### src/design/spc_map.svh
// Offsets, field positions, reset values and opcodes of the protection block.
`ifndef SPC_MAP_SVH
`define SPC_MAP_SVH

`define SPC_OP_WREN 8'h06
`define SPC_OP_WRDI 8'h04
`define SPC_OP_WRSR 8'h01
`define SPC_OP_RDSR 8'h05
`define SPC_OP_PROT 8'h36
`define SPC_OP_UNPROT 8'h39
`define SPC_OP_RDPROT 8'h3c

`define SPC_SECTORS 16
`define SPC_PROT_RST 16'hffff
`define SPC_LOCK_RST 1'b0
`define SPC_WEL_RST 1'b0

`define SPC_LOCK_POS 7
`define SPC_GLB_HI 5
`define SPC_GLB_LO 2
`define SPC_GLB_ALL1 4'hf
`define SPC_GLB_ALL0 4'h0

`define SPC_ADDR_LAST 2'h2
`define SPC_SECT_HI 4
`define SPC_SECT_LO 1

`define SPC_BYTE_PROT 8'hff
`define SPC_BYTE_UNPROT 8'h00
`define SPC_BIT_FIRST 3'h7
`define SPC_BIT_LAST 3'h7

`define SPC_SWP_NONE 2'h0
`define SPC_SWP_SOME 2'h1
`define SPC_SWP_ALL 2'h3

`endif

### src/design/spc_pkg.sv
// Types shared by the sector protection control modules.
package spc_pkg;

    typedef enum logic [2:0] {
        SPC_IDLE = 3'h0,
        SPC_CMD = 3'h1,
        SPC_ADDR = 3'h3,
        SPC_DATA = 3'h2,
        SPC_READ = 3'h6,
        SPC_SKIP = 3'h7
    } spc_state_type;

endpackage

### src/design/spc_link_if.sv
// Received serial frame events passed from the shifter to the controller.
`timescale 1ns/1ps

interface spc_link_if;
    logic active;
    logic sck_fall;
    logic byte_done;
    logic frame_end;
    logic [7:0] rx_byte;

    modport src (
        output active,
        output sck_fall,
        output byte_done,
        output frame_end,
        output rx_byte
    );

    modport dst (
        input active,
        input sck_fall,
        input byte_done,
        input frame_end,
        input rx_byte
    );
endinterface

### src/design/spc_top.sv
// Sector protection control: global protect, lock bit and protection read.
`timescale 1ns/1ps
`include "spc_map.svh"

module spc_top (
    input wire logic clk_sys_in,
    input wire logic nrst_in,
    input wire logic cs_n_in,
    input wire logic sck_in,
    input wire logic si_in,
    input wire logic wp_n_in,
    output logic so_out,
    output logic so_oe_out,
    output logic sector_lock_bit_out,
    output logic write_enable_latch_out,
    output logic [1:0] soft_protect_summary_out,
    output logic [15:0] sector_prot_out
);

    // ------------------------------------------------------------------
    // Pin synchronisation and frame reception
    // ------------------------------------------------------------------

    logic [3:0] pins_sync;
    logic sck_s;
    logic si_s;
    logic cs_n_s;
    logic wp_s;

    spc_link_if link ();

    spc_sync u_sync (
        .clk_sys_in(clk_sys_in),
        .nrst_in(nrst_in),
        .async_in({wp_n_in, cs_n_in, si_in, sck_in}),
        .sync_out(pins_sync)
    );

    assign sck_s = pins_sync[0];
    assign si_s = pins_sync[1];
    assign cs_n_s = pins_sync[2];
    assign wp_s = pins_sync[3];

    spc_shifter u_shifter (
        .clk_sys_in(clk_sys_in),
        .nrst_in(nrst_in),
        .sck_in(sck_s),
        .si_in(si_s),
        .cs_n_in(cs_n_s),
        .link(link.src)
    );

    // ------------------------------------------------------------------
    // State
    // ------------------------------------------------------------------

    spc_pkg::spc_state_type state;
    spc_pkg::spc_state_type next_state;
    logic [7:0] opcode;
    logic [1:0] addr_cnt;
    logic [3:0] sector_idx;
    logic addr_ok;
    logic data_ok;
    logic [7:0] wr_data;
    logic [2:0] out_idx;
    logic read_status;
    logic lock;
    logic write_enable_latch;
    logic [15:0] prot;

    // ------------------------------------------------------------------
    // Command decode
    // ------------------------------------------------------------------

    wire [7:0] rx = link.rx_byte;
    wire cmd_byte = link.byte_done & (state == spc_pkg::SPC_CMD);
    wire addr_byte = link.byte_done & (state == spc_pkg::SPC_ADDR);
    wire data_byte = link.byte_done & (state == spc_pkg::SPC_DATA);
    wire addr_last = addr_byte & (addr_cnt == `SPC_ADDR_LAST);
    wire rx_is_addr_cmd = (rx == `SPC_OP_RDPROT) | (rx == `SPC_OP_PROT) |
                          (rx == `SPC_OP_UNPROT);

    wire op_wren = (opcode == `SPC_OP_WREN) & (state == spc_pkg::SPC_SKIP);
    wire op_wrdi = (opcode == `SPC_OP_WRDI) & (state == spc_pkg::SPC_SKIP);
    wire op_wrsr = (opcode == `SPC_OP_WRSR);
    wire op_prot = (opcode == `SPC_OP_PROT);
    wire op_unprot = (opcode == `SPC_OP_UNPROT);

    wire end_evt = link.frame_end;
    wire wrsr_done = end_evt & op_wrsr & data_ok;
    wire wrsr_run = wrsr_done & write_enable_latch;
    wire hw_locked = lock & ~wp_s;
    wire wrsr_take = wrsr_run & ~hw_locked;
    wire [3:0] glb_bits = wr_data[`SPC_GLB_HI:`SPC_GLB_LO];
    wire glb_all1 = (glb_bits == `SPC_GLB_ALL1);
    wire glb_all0 = (glb_bits == `SPC_GLB_ALL0);
    wire glb_ok = wrsr_take & ~lock;
    wire glb_set = glb_ok & glb_all1;
    wire glb_clr = glb_ok & glb_all0;

    wire sect_end = end_evt & (op_prot | op_unprot);
    wire sect_run = sect_end & addr_ok & write_enable_latch & ~lock;
    wire sect_set = sect_run & op_prot;
    wire sect_clr = sect_run & op_unprot;

    wire wel_set = end_evt & op_wren;
    wire wel_clr = end_evt & (op_wrdi | wrsr_done | sect_end);

    // ------------------------------------------------------------------
    // Sequencing
    // ------------------------------------------------------------------

    always_comb begin
        next_state = state;
        case (state)
            spc_pkg::SPC_IDLE: begin
                if (link.active) begin
                    next_state = spc_pkg::SPC_CMD;
                end
            end
            spc_pkg::SPC_CMD: begin
                if (cmd_byte) begin
                    if (rx == `SPC_OP_WRSR) begin
                        next_state = spc_pkg::SPC_DATA;
                    end else if (rx == `SPC_OP_RDSR) begin
                        next_state = spc_pkg::SPC_READ;
                    end else if (rx_is_addr_cmd) begin
                        next_state = spc_pkg::SPC_ADDR;
                    end else begin
                        next_state = spc_pkg::SPC_SKIP;
                    end
                end
            end
            spc_pkg::SPC_ADDR: begin
                if (addr_last) begin
                    if (opcode == `SPC_OP_RDPROT) begin
                        next_state = spc_pkg::SPC_READ;
                    end else begin
                        next_state = spc_pkg::SPC_SKIP;
                    end
                end
            end
            spc_pkg::SPC_DATA: begin
                if (data_byte) begin
                    next_state = spc_pkg::SPC_SKIP;
                end
            end
            spc_pkg::SPC_READ: begin
                next_state = spc_pkg::SPC_READ;
            end
            spc_pkg::SPC_SKIP: begin
                next_state = spc_pkg::SPC_SKIP;
            end
            default: begin
                next_state = spc_pkg::SPC_IDLE;
            end
        endcase
        if (!link.active) begin
            next_state = spc_pkg::SPC_IDLE;
        end
    end

    always_ff @(posedge clk_sys_in or negedge nrst_in) begin
        if (!nrst_in) begin
            state <= spc_pkg::SPC_IDLE;
        end else begin
            state <= next_state;
        end
    end

    always_ff @(posedge clk_sys_in or negedge nrst_in) begin
        if (!nrst_in) begin
            opcode <= 8'h00;
            addr_cnt <= 2'h0;
            read_status <= 1'b0;
        end else if (state == spc_pkg::SPC_IDLE) begin
            addr_cnt <= 2'h0;
            read_status <= 1'b0;
        end else if (cmd_byte) begin
            opcode <= rx;
            read_status <= (rx == `SPC_OP_RDSR);
        end else if (addr_byte) begin
            addr_cnt <= addr_cnt + 2'h1;
        end
    end

    always_ff @(posedge clk_sys_in or negedge nrst_in) begin
        if (!nrst_in) begin
            sector_idx <= 4'h0;
            addr_ok <= 1'b0;
            data_ok <= 1'b0;
            wr_data <= 8'h00;
        end else if (state == spc_pkg::SPC_IDLE) begin
            addr_ok <= 1'b0;
            data_ok <= 1'b0;
        end else begin
            if (addr_byte & (addr_cnt == 2'h0)) begin
                sector_idx <= rx[`SPC_SECT_HI:`SPC_SECT_LO];
            end
            if (addr_last) begin
                addr_ok <= 1'b1;
            end
            if (data_byte) begin
                wr_data <= rx;
                data_ok <= 1'b1;
            end
        end
    end

    // ------------------------------------------------------------------
    // Lock bit, write enable latch and sector protection bits
    // ------------------------------------------------------------------

    always_ff @(posedge clk_sys_in or negedge nrst_in) begin
        if (!nrst_in) begin
            lock <= `SPC_LOCK_RST;
        end else if (wrsr_take) begin
            lock <= wr_data[`SPC_LOCK_POS];
        end
    end

    always_ff @(posedge clk_sys_in or negedge nrst_in) begin
        if (!nrst_in) begin
            write_enable_latch <= `SPC_WEL_RST;
        end else if (wel_set) begin
            write_enable_latch <= 1'b1;
        end else if (wel_clr) begin
            write_enable_latch <= 1'b0;
        end
    end

    localparam logic [15:0] prot_rst = `SPC_PROT_RST;

    genvar s;
    generate
        for (s = 0; s < `SPC_SECTORS; s = s + 1) begin : g_sect
            wire hit = (sector_idx == 4'(s));
            always_ff @(posedge clk_sys_in or negedge nrst_in) begin
                if (!nrst_in) begin
                    prot[s] <= prot_rst[s];
                end else if (glb_set | (sect_set & hit)) begin
                    prot[s] <= 1'b1;
                end else if (glb_clr | (sect_clr & hit)) begin
                    prot[s] <= 1'b0;
                end
            end
        end
    endgenerate

    // ------------------------------------------------------------------
    // Read data and serial output
    // ------------------------------------------------------------------

    wire prot_all = &prot;
    wire prot_none = ~|prot;
    wire [1:0] soft_protect_summary = prot_all ? `SPC_SWP_ALL :
                     prot_none ? `SPC_SWP_NONE : `SPC_SWP_SOME;
    wire [7:0] status_byte = {lock, 1'b0, 1'b0, wp_s, soft_protect_summary, write_enable_latch, 1'b0};
    wire [7:0] query_byte = prot[sector_idx] ? `SPC_BYTE_PROT :
                            `SPC_BYTE_UNPROT;
    wire [7:0] out_byte = read_status ? status_byte : query_byte;
    wire reading = (state == spc_pkg::SPC_READ) & link.active;

    always_ff @(posedge clk_sys_in or negedge nrst_in) begin
        if (!nrst_in) begin
            so_out <= 1'b0;
            out_idx <= `SPC_BIT_FIRST;
        end else if (!reading) begin
            so_out <= 1'b0;
            out_idx <= `SPC_BIT_FIRST;
        end else if (link.sck_fall) begin
            so_out <= out_byte[out_idx];
            out_idx <= out_idx - 3'h1;
        end
    end

    assign so_oe_out = reading;
    assign sector_lock_bit_out = lock;
    assign write_enable_latch_out = write_enable_latch;
    assign soft_protect_summary_out = soft_protect_summary;
    assign sector_prot_out = prot;

endmodule

### src/design/spc_sync.sv
// Two-stage synchronisers for the serial bus and write-protect pins.
`timescale 1ns/1ps

module spc_sync (
    input wire logic clk_sys_in,
    input wire logic nrst_in,
    input wire logic [3:0] async_in,
    output logic [3:0] sync_out
);

    logic [3:0] stage1;

    genvar i;
    generate
        for (i = 0; i < 4; i = i + 1) begin : g_bit
            always_ff @(posedge clk_sys_in or negedge nrst_in) begin
                if (!nrst_in) begin
                    stage1[i] <= 1'b1;
                    sync_out[i] <= 1'b1;
                end else begin
                    stage1[i] <= async_in[i];
                    sync_out[i] <= stage1[i];
                end
            end
        end
    endgenerate

endmodule

### src/design/spc_shifter.sv
// Serial receive shifter: SCK edge detection, bit count and byte strobes.
`timescale 1ns/1ps
`include "spc_map.svh"

module spc_shifter (
    input wire logic clk_sys_in,
    input wire logic nrst_in,
    input wire logic sck_in,
    input wire logic si_in,
    input wire logic cs_n_in,
    spc_link_if.src link
);

    logic sck_prev;
    logic cs_prev;
    logic [2:0] bit_cnt;
    logic [6:0] shift;

    wire sck_rise = ~cs_n_in & sck_in & ~sck_prev;
    wire last_bit = sck_rise & (bit_cnt == `SPC_BIT_LAST);

    assign link.active = ~cs_n_in;
    assign link.sck_fall = ~cs_n_in & ~sck_in & sck_prev;
    assign link.frame_end = cs_n_in & ~cs_prev;

    always_ff @(posedge clk_sys_in or negedge nrst_in) begin
        if (!nrst_in) begin
            sck_prev <= 1'b0;
            cs_prev <= 1'b1;
        end else begin
            sck_prev <= sck_in;
            cs_prev <= cs_n_in;
        end
    end

    always_ff @(posedge clk_sys_in or negedge nrst_in) begin
        if (!nrst_in) begin
            bit_cnt <= 3'h0;
            shift <= 7'h00;
        end else if (cs_n_in) begin
            bit_cnt <= 3'h0;
        end else if (sck_rise) begin
            bit_cnt <= bit_cnt + 3'h1;
            shift <= {shift[5:0], si_in};
        end
    end

    always_ff @(posedge clk_sys_in or negedge nrst_in) begin
        if (!nrst_in) begin
            link.byte_done <= 1'b0;
            link.rx_byte <= 8'h00;
        end else begin
            link.byte_done <= last_bit;
            if (last_bit) begin
                link.rx_byte <= {shift, si_in};
            end
        end
    end

endmodule

### config.mk
export PLATFORM = sky130hd
export DESIGN_NAME = spc_top
export DESIGN_NICKNAME = d
export VERILOG_FILES = /design/src/design/spc_pkg.sv /design/src/design/spc_link_if.sv /design/src/design/spc_top.sv /design/src/design/spc_sync.sv /design/src/design/spc_shifter.sv
export VERILOG_INCLUDE_DIRS = /design/src /design/src/design
export SDC_FILE = /design/constraint.sdc
export NUM_CORES = 1
export LEC_CHECK = 0
export ABC_AREA = 0
export BUFFER_PORTS_ARGS = -buffer_cell sky130_fd_sc_hd__buf_4
export CELL_PAD_IN_SITES_DETAIL_PLACEMENT = 0
export CELL_PAD_IN_SITES_GLOBAL_PLACEMENT = 1
export CORE_MARGIN = 1
export CORE_UTILIZATION = 45
export CTS_BUF_LIST = sky130_fd_sc_hd__clkbuf_4 sky130_fd_sc_hd__clkbuf_8
export DETAILED_ROUTE_END_ITERATION = 8
export PLACE_DENSITY_LB_ADDON = 0.12
export SYNTH_ARGS = -nofsm -noshare
export SYNTH_HDL_FRONTEND = slang
export SYNTH_SLANG_ARGS = --single-unit
### constraint.sdc
create_clock -name clk_sys_in -period 4.15 [get_ports clk_sys_in]
set_input_delay 0.2075 -clock clk_sys_in [delete_from_list [all_inputs] [get_ports clk_sys_in]]
set_output_delay 0.2075 -clock clk_sys_in [all_outputs]
set_load 0.01 [all_outputs]
==> out/results.txt <==
Nets: 380
Layout cells sized above 1: 31.02%
Ys flop type: dfrtp_1
Max-Cap Viols: 0
Mapped cell area: 3775 sq um
Pwr Density: 327.2 nW/um^2
RR Endpoint: wr_data[3]
Critical Path AT: 2.29 ns
Drt pass-1 iters: 4
Multi-input logic area: 1719 sq um
FFs w/ async S/R, synth: 100.0%
Synthesized net count: 353
Worst Skew: 0.01027 ns
CTS Sinks: 76
Yosys reg bits: 76
Max stage delay on crit path: 0.58 ns
EDFF count, synth: 0
Initial antenna violation count: 0
Via count: 2801
Distinct cells, synth: 57
Complex-gate fraction of the synthesized area: 8.982%
CP bufs+invs: 1
Initial Utilization: 46.17%
Vias in the first global route: 2696
Yosys top cell by area: dfrtp_1
Die area: 8759 sq um
Die W: 93.59 um
Final Power: 0.001390 W
R2R setup slack: 2.10 ns
Post-cts sizing count: 0
Synth top area share: 31.82%
Worst path required time: 4.39 ns
HP Class: input port to asynchronous set/reset pin
Clk Tree Root Cell: clkbuf_8
XOR/XNOR Fraction of Synth Area: 0.4640%
FMAX: 488.5 MHz
H-tree depth: 3
CP top delay family: simple AND/OR/NAND/NOR gates
Count of final hold-check violations: 4
Cells on worst reg2reg path: 5
Fillers: 756
Top cell by count, worst path: nor2_1
Hold Buf Count CTS: 4
CTS tree: done
Unrepaired setup endpoints after global routing: no
CP Launch Type: flop
Vias per cell: 5.848
Wire length per cell: 17.89 um
PortBufs: 27
Crit path capture type: flop
Iteration-0 DRC Markers: 171
Maximum VDD drop: 198.3 uV
Most frequent cells in the layout: dfrtp_1 (48), nand2_1 (39), mux2_2 (32)
Final setup fails: 0
Synth Area in Adders: 1.657%
Period utilisation layout: 49.33%
Clock-pin slew of the registers on the worst-case setup and hold paths: 0.09 ns
Register area: 1937 sq um
Syn_area_per_cell: 11.04 sq um
Cells after Synth: 342
Core Region: 8175 sq um
Max-slew violation count: 0
ANT nets after route: 0
CTS buffer count: 9
Post-synthesis sequential area ratio: 51.31%
Post-synthesis mux area share: 12.66%
Synth warn: 0
Top post-synthesis cells by area: dfrtp_1 (32%), dfstp_2 (19%), mux2_2 (9.5%)
Commonest non-fill, non-tap cell in the layout: dfrtp_1
Post-detail-place hpwl: 6.085 mm
Crit Path Category: flop to flop
Overall Global Routing Usage: 21.47%
First-pass GRT wire length: 14.28 mm
WHS: -0.01244 ns
CP Max Fanout: 11
Fin crit period: 2.047 ns
Gpl congestion: 0.7972
Cell Rows: 33
Total global routing overflow: 0
Worst-Margin Slew: 0.9243 ns
Area Growth Syn to Fin: 12.56%
Pleak: 1.831 nW
RR Startpoint: state[1]
Post-synthesis simple-gate area fraction: 21.78%
Rel. slew slack: 38.38%
CTS max path bufs: 2
ANT cells: 0
Die extent in y: 93.59 um
Post-CTS setup buffers: 0
Status: complete, but fails checks
Largest net degree at the start of global routing: 77
# DRC: 0
Worst path cell trace: inv_1 > nor2_1 > nand2_1 > nor2_1 > mux2_2
Main combinational cell family by area after synthesis: simple AND/OR/NAND/NOR gates
# IOs: 28
Worst-Skew Late Latency: 0.35 ns
Drt total wl: 8.571 mm
Final TNS setup: 0 ns
Failing checks: hold timing
Critical Path Slowest Stage Cell: dfrtp_1
worst reg2reg max path, stage by stage (launching register included):
cell and delay, ns:
dfrtp_1 0.58, inv_1 0.24, nor2_1 0.24, nand2_1 0.10, nor2_1 0.38, mux2_2 0.39
power breakdown:
part	internal (W)	leakage [nW]	switching [W]
clock network	0.000224	0.0829	0.000294
registers	0.000780	0.939	0.0000292
logic	0.0000334	0.808	0.0000302
Yosys cell counts, types with 2 or more instances:
cell	number
ha_1	5
and3_1	3
nand2b_1	4
buf_2	4
inv_1	10
a31oi_1	2
nor3b_1	3
dfstp_2	28
mux4_2	3
clkbuf_1	6
o22ai_1	2
nand2_1	39
nor4_1	10
mux2_2	32
a22o_1	2
a2111oi_0	2
nand3_1	27
nand4b_1	3
and2_1	2
nand3b_2	2
nor2b_1	6
dfrtp_1	48
o21ai_0	10
nor2_2	2
a211oi_1	3
mux2i_1	5
o311ai_1	3
o211ai_1	11
a21oi_1	7
nor3_1	4
nand4_1	9
nor2_1	18
buf_4	3
area by class of cell:
| type | count | share of cell area [%] |
|---|---|---|
| Inverter | 10 | 0.8834 |
| Clock inverter | 7 | 1.355 |
| Sequential cell | 76 | 45.58 |
| Tap cell | 105 | 3.092 |
| Clock buffer | 9 | 2.915 |
| Multi-Input combinational cell | 241 | 40.46 |
| Timing Repair Buffer | 31 | 5.713 |
flip-flops by register name, indices dropped and copies added, names as in the netlist, 2 cells and up:
signal                  flops
sector_prot_out            16
u_shifter.shift             7
out_idx                     3
u_shifter.link.rx_byte      8
u_shifter.bit_cnt           3
state                       3
u_sync.stage1               4
opcode                      8
u_sync.sync_out             4
addr_cnt                    2
wr_data                     5
sector_idx                  4
per-stage QoR:
| step | std cells | worst slack (ns) | hold WS [ns] | utilization [%] | cell area (sq um) |
|---|---|---|---|---|---|
| 6_report | 479 | 2.103 | -0.01244 | 51.97 | 4249 |
| 5_1_grt | 479 | 1.969 | 0.06210 | 51.97 | 4249 |
| 4_1_cts | 479 | 2.106 | 0.02132 | 51.97 | 4249 |
| 3_5_place_dp | 459 | 2.119 | 0.3176 | 49.27 | 4028 |
| 3_3_place_gp | 459 | 2.133 | 0.3157 | 49.27 | 4028 |
| 2_1_floorplan | 342 | 2.412 | -0.08809 | - | 3775 |
how the worst max path moves through the flow:
stage,from,endpoint,slack [ns],cells after the start
after floorplan,u_sync.sync_out[0],u_shifter.link.rx_byte[0],2.41,6
after global placement,state[0],opcode[1],2.13,3
after detailed placement,u_sync.sync_out[0],u_shifter.link.rx_byte[6],2.12,4
after CTS,state[1],wr_data[3],2.11,5
after global routing,opcode[7],sector_prot_out[2],1.97,5
final,state[1],wr_data[3],2.10,5
cell families (layout without fill, tap and decap cells):
family / count (synthesis) / count (layout)
AND/OR/NAND/NOR: 145 / 145
flip-flops: 76 / 76
AO/OA/AOI/OAI: 49 / 49
multiplexers: 40 / 40
buffers and inverters: 25 / 57
adder cells (fa/ha/maj): 5 / 5
XOR/XNOR: 2 / 2
per-layer routing:
| metal | wire length (um) | global-route usage (%) | up-vias | share of wire (%) |
|---|---|---|---|---|
| met4 | 114 | 7.692 | 0 | 1.3 |
| met3 | 341 | 3.171 | 8 | 4.0 |
| met5 | 0 | 0 | - | 0 |
| met2 | 4084 | 33.15 | 77 | 48 |
| met1 | 4031 | 30.73 | 1399 | 47 |
| li1 | - | - | 1317 | - |
Note: power is estimated with default switching activity, not from simulation.
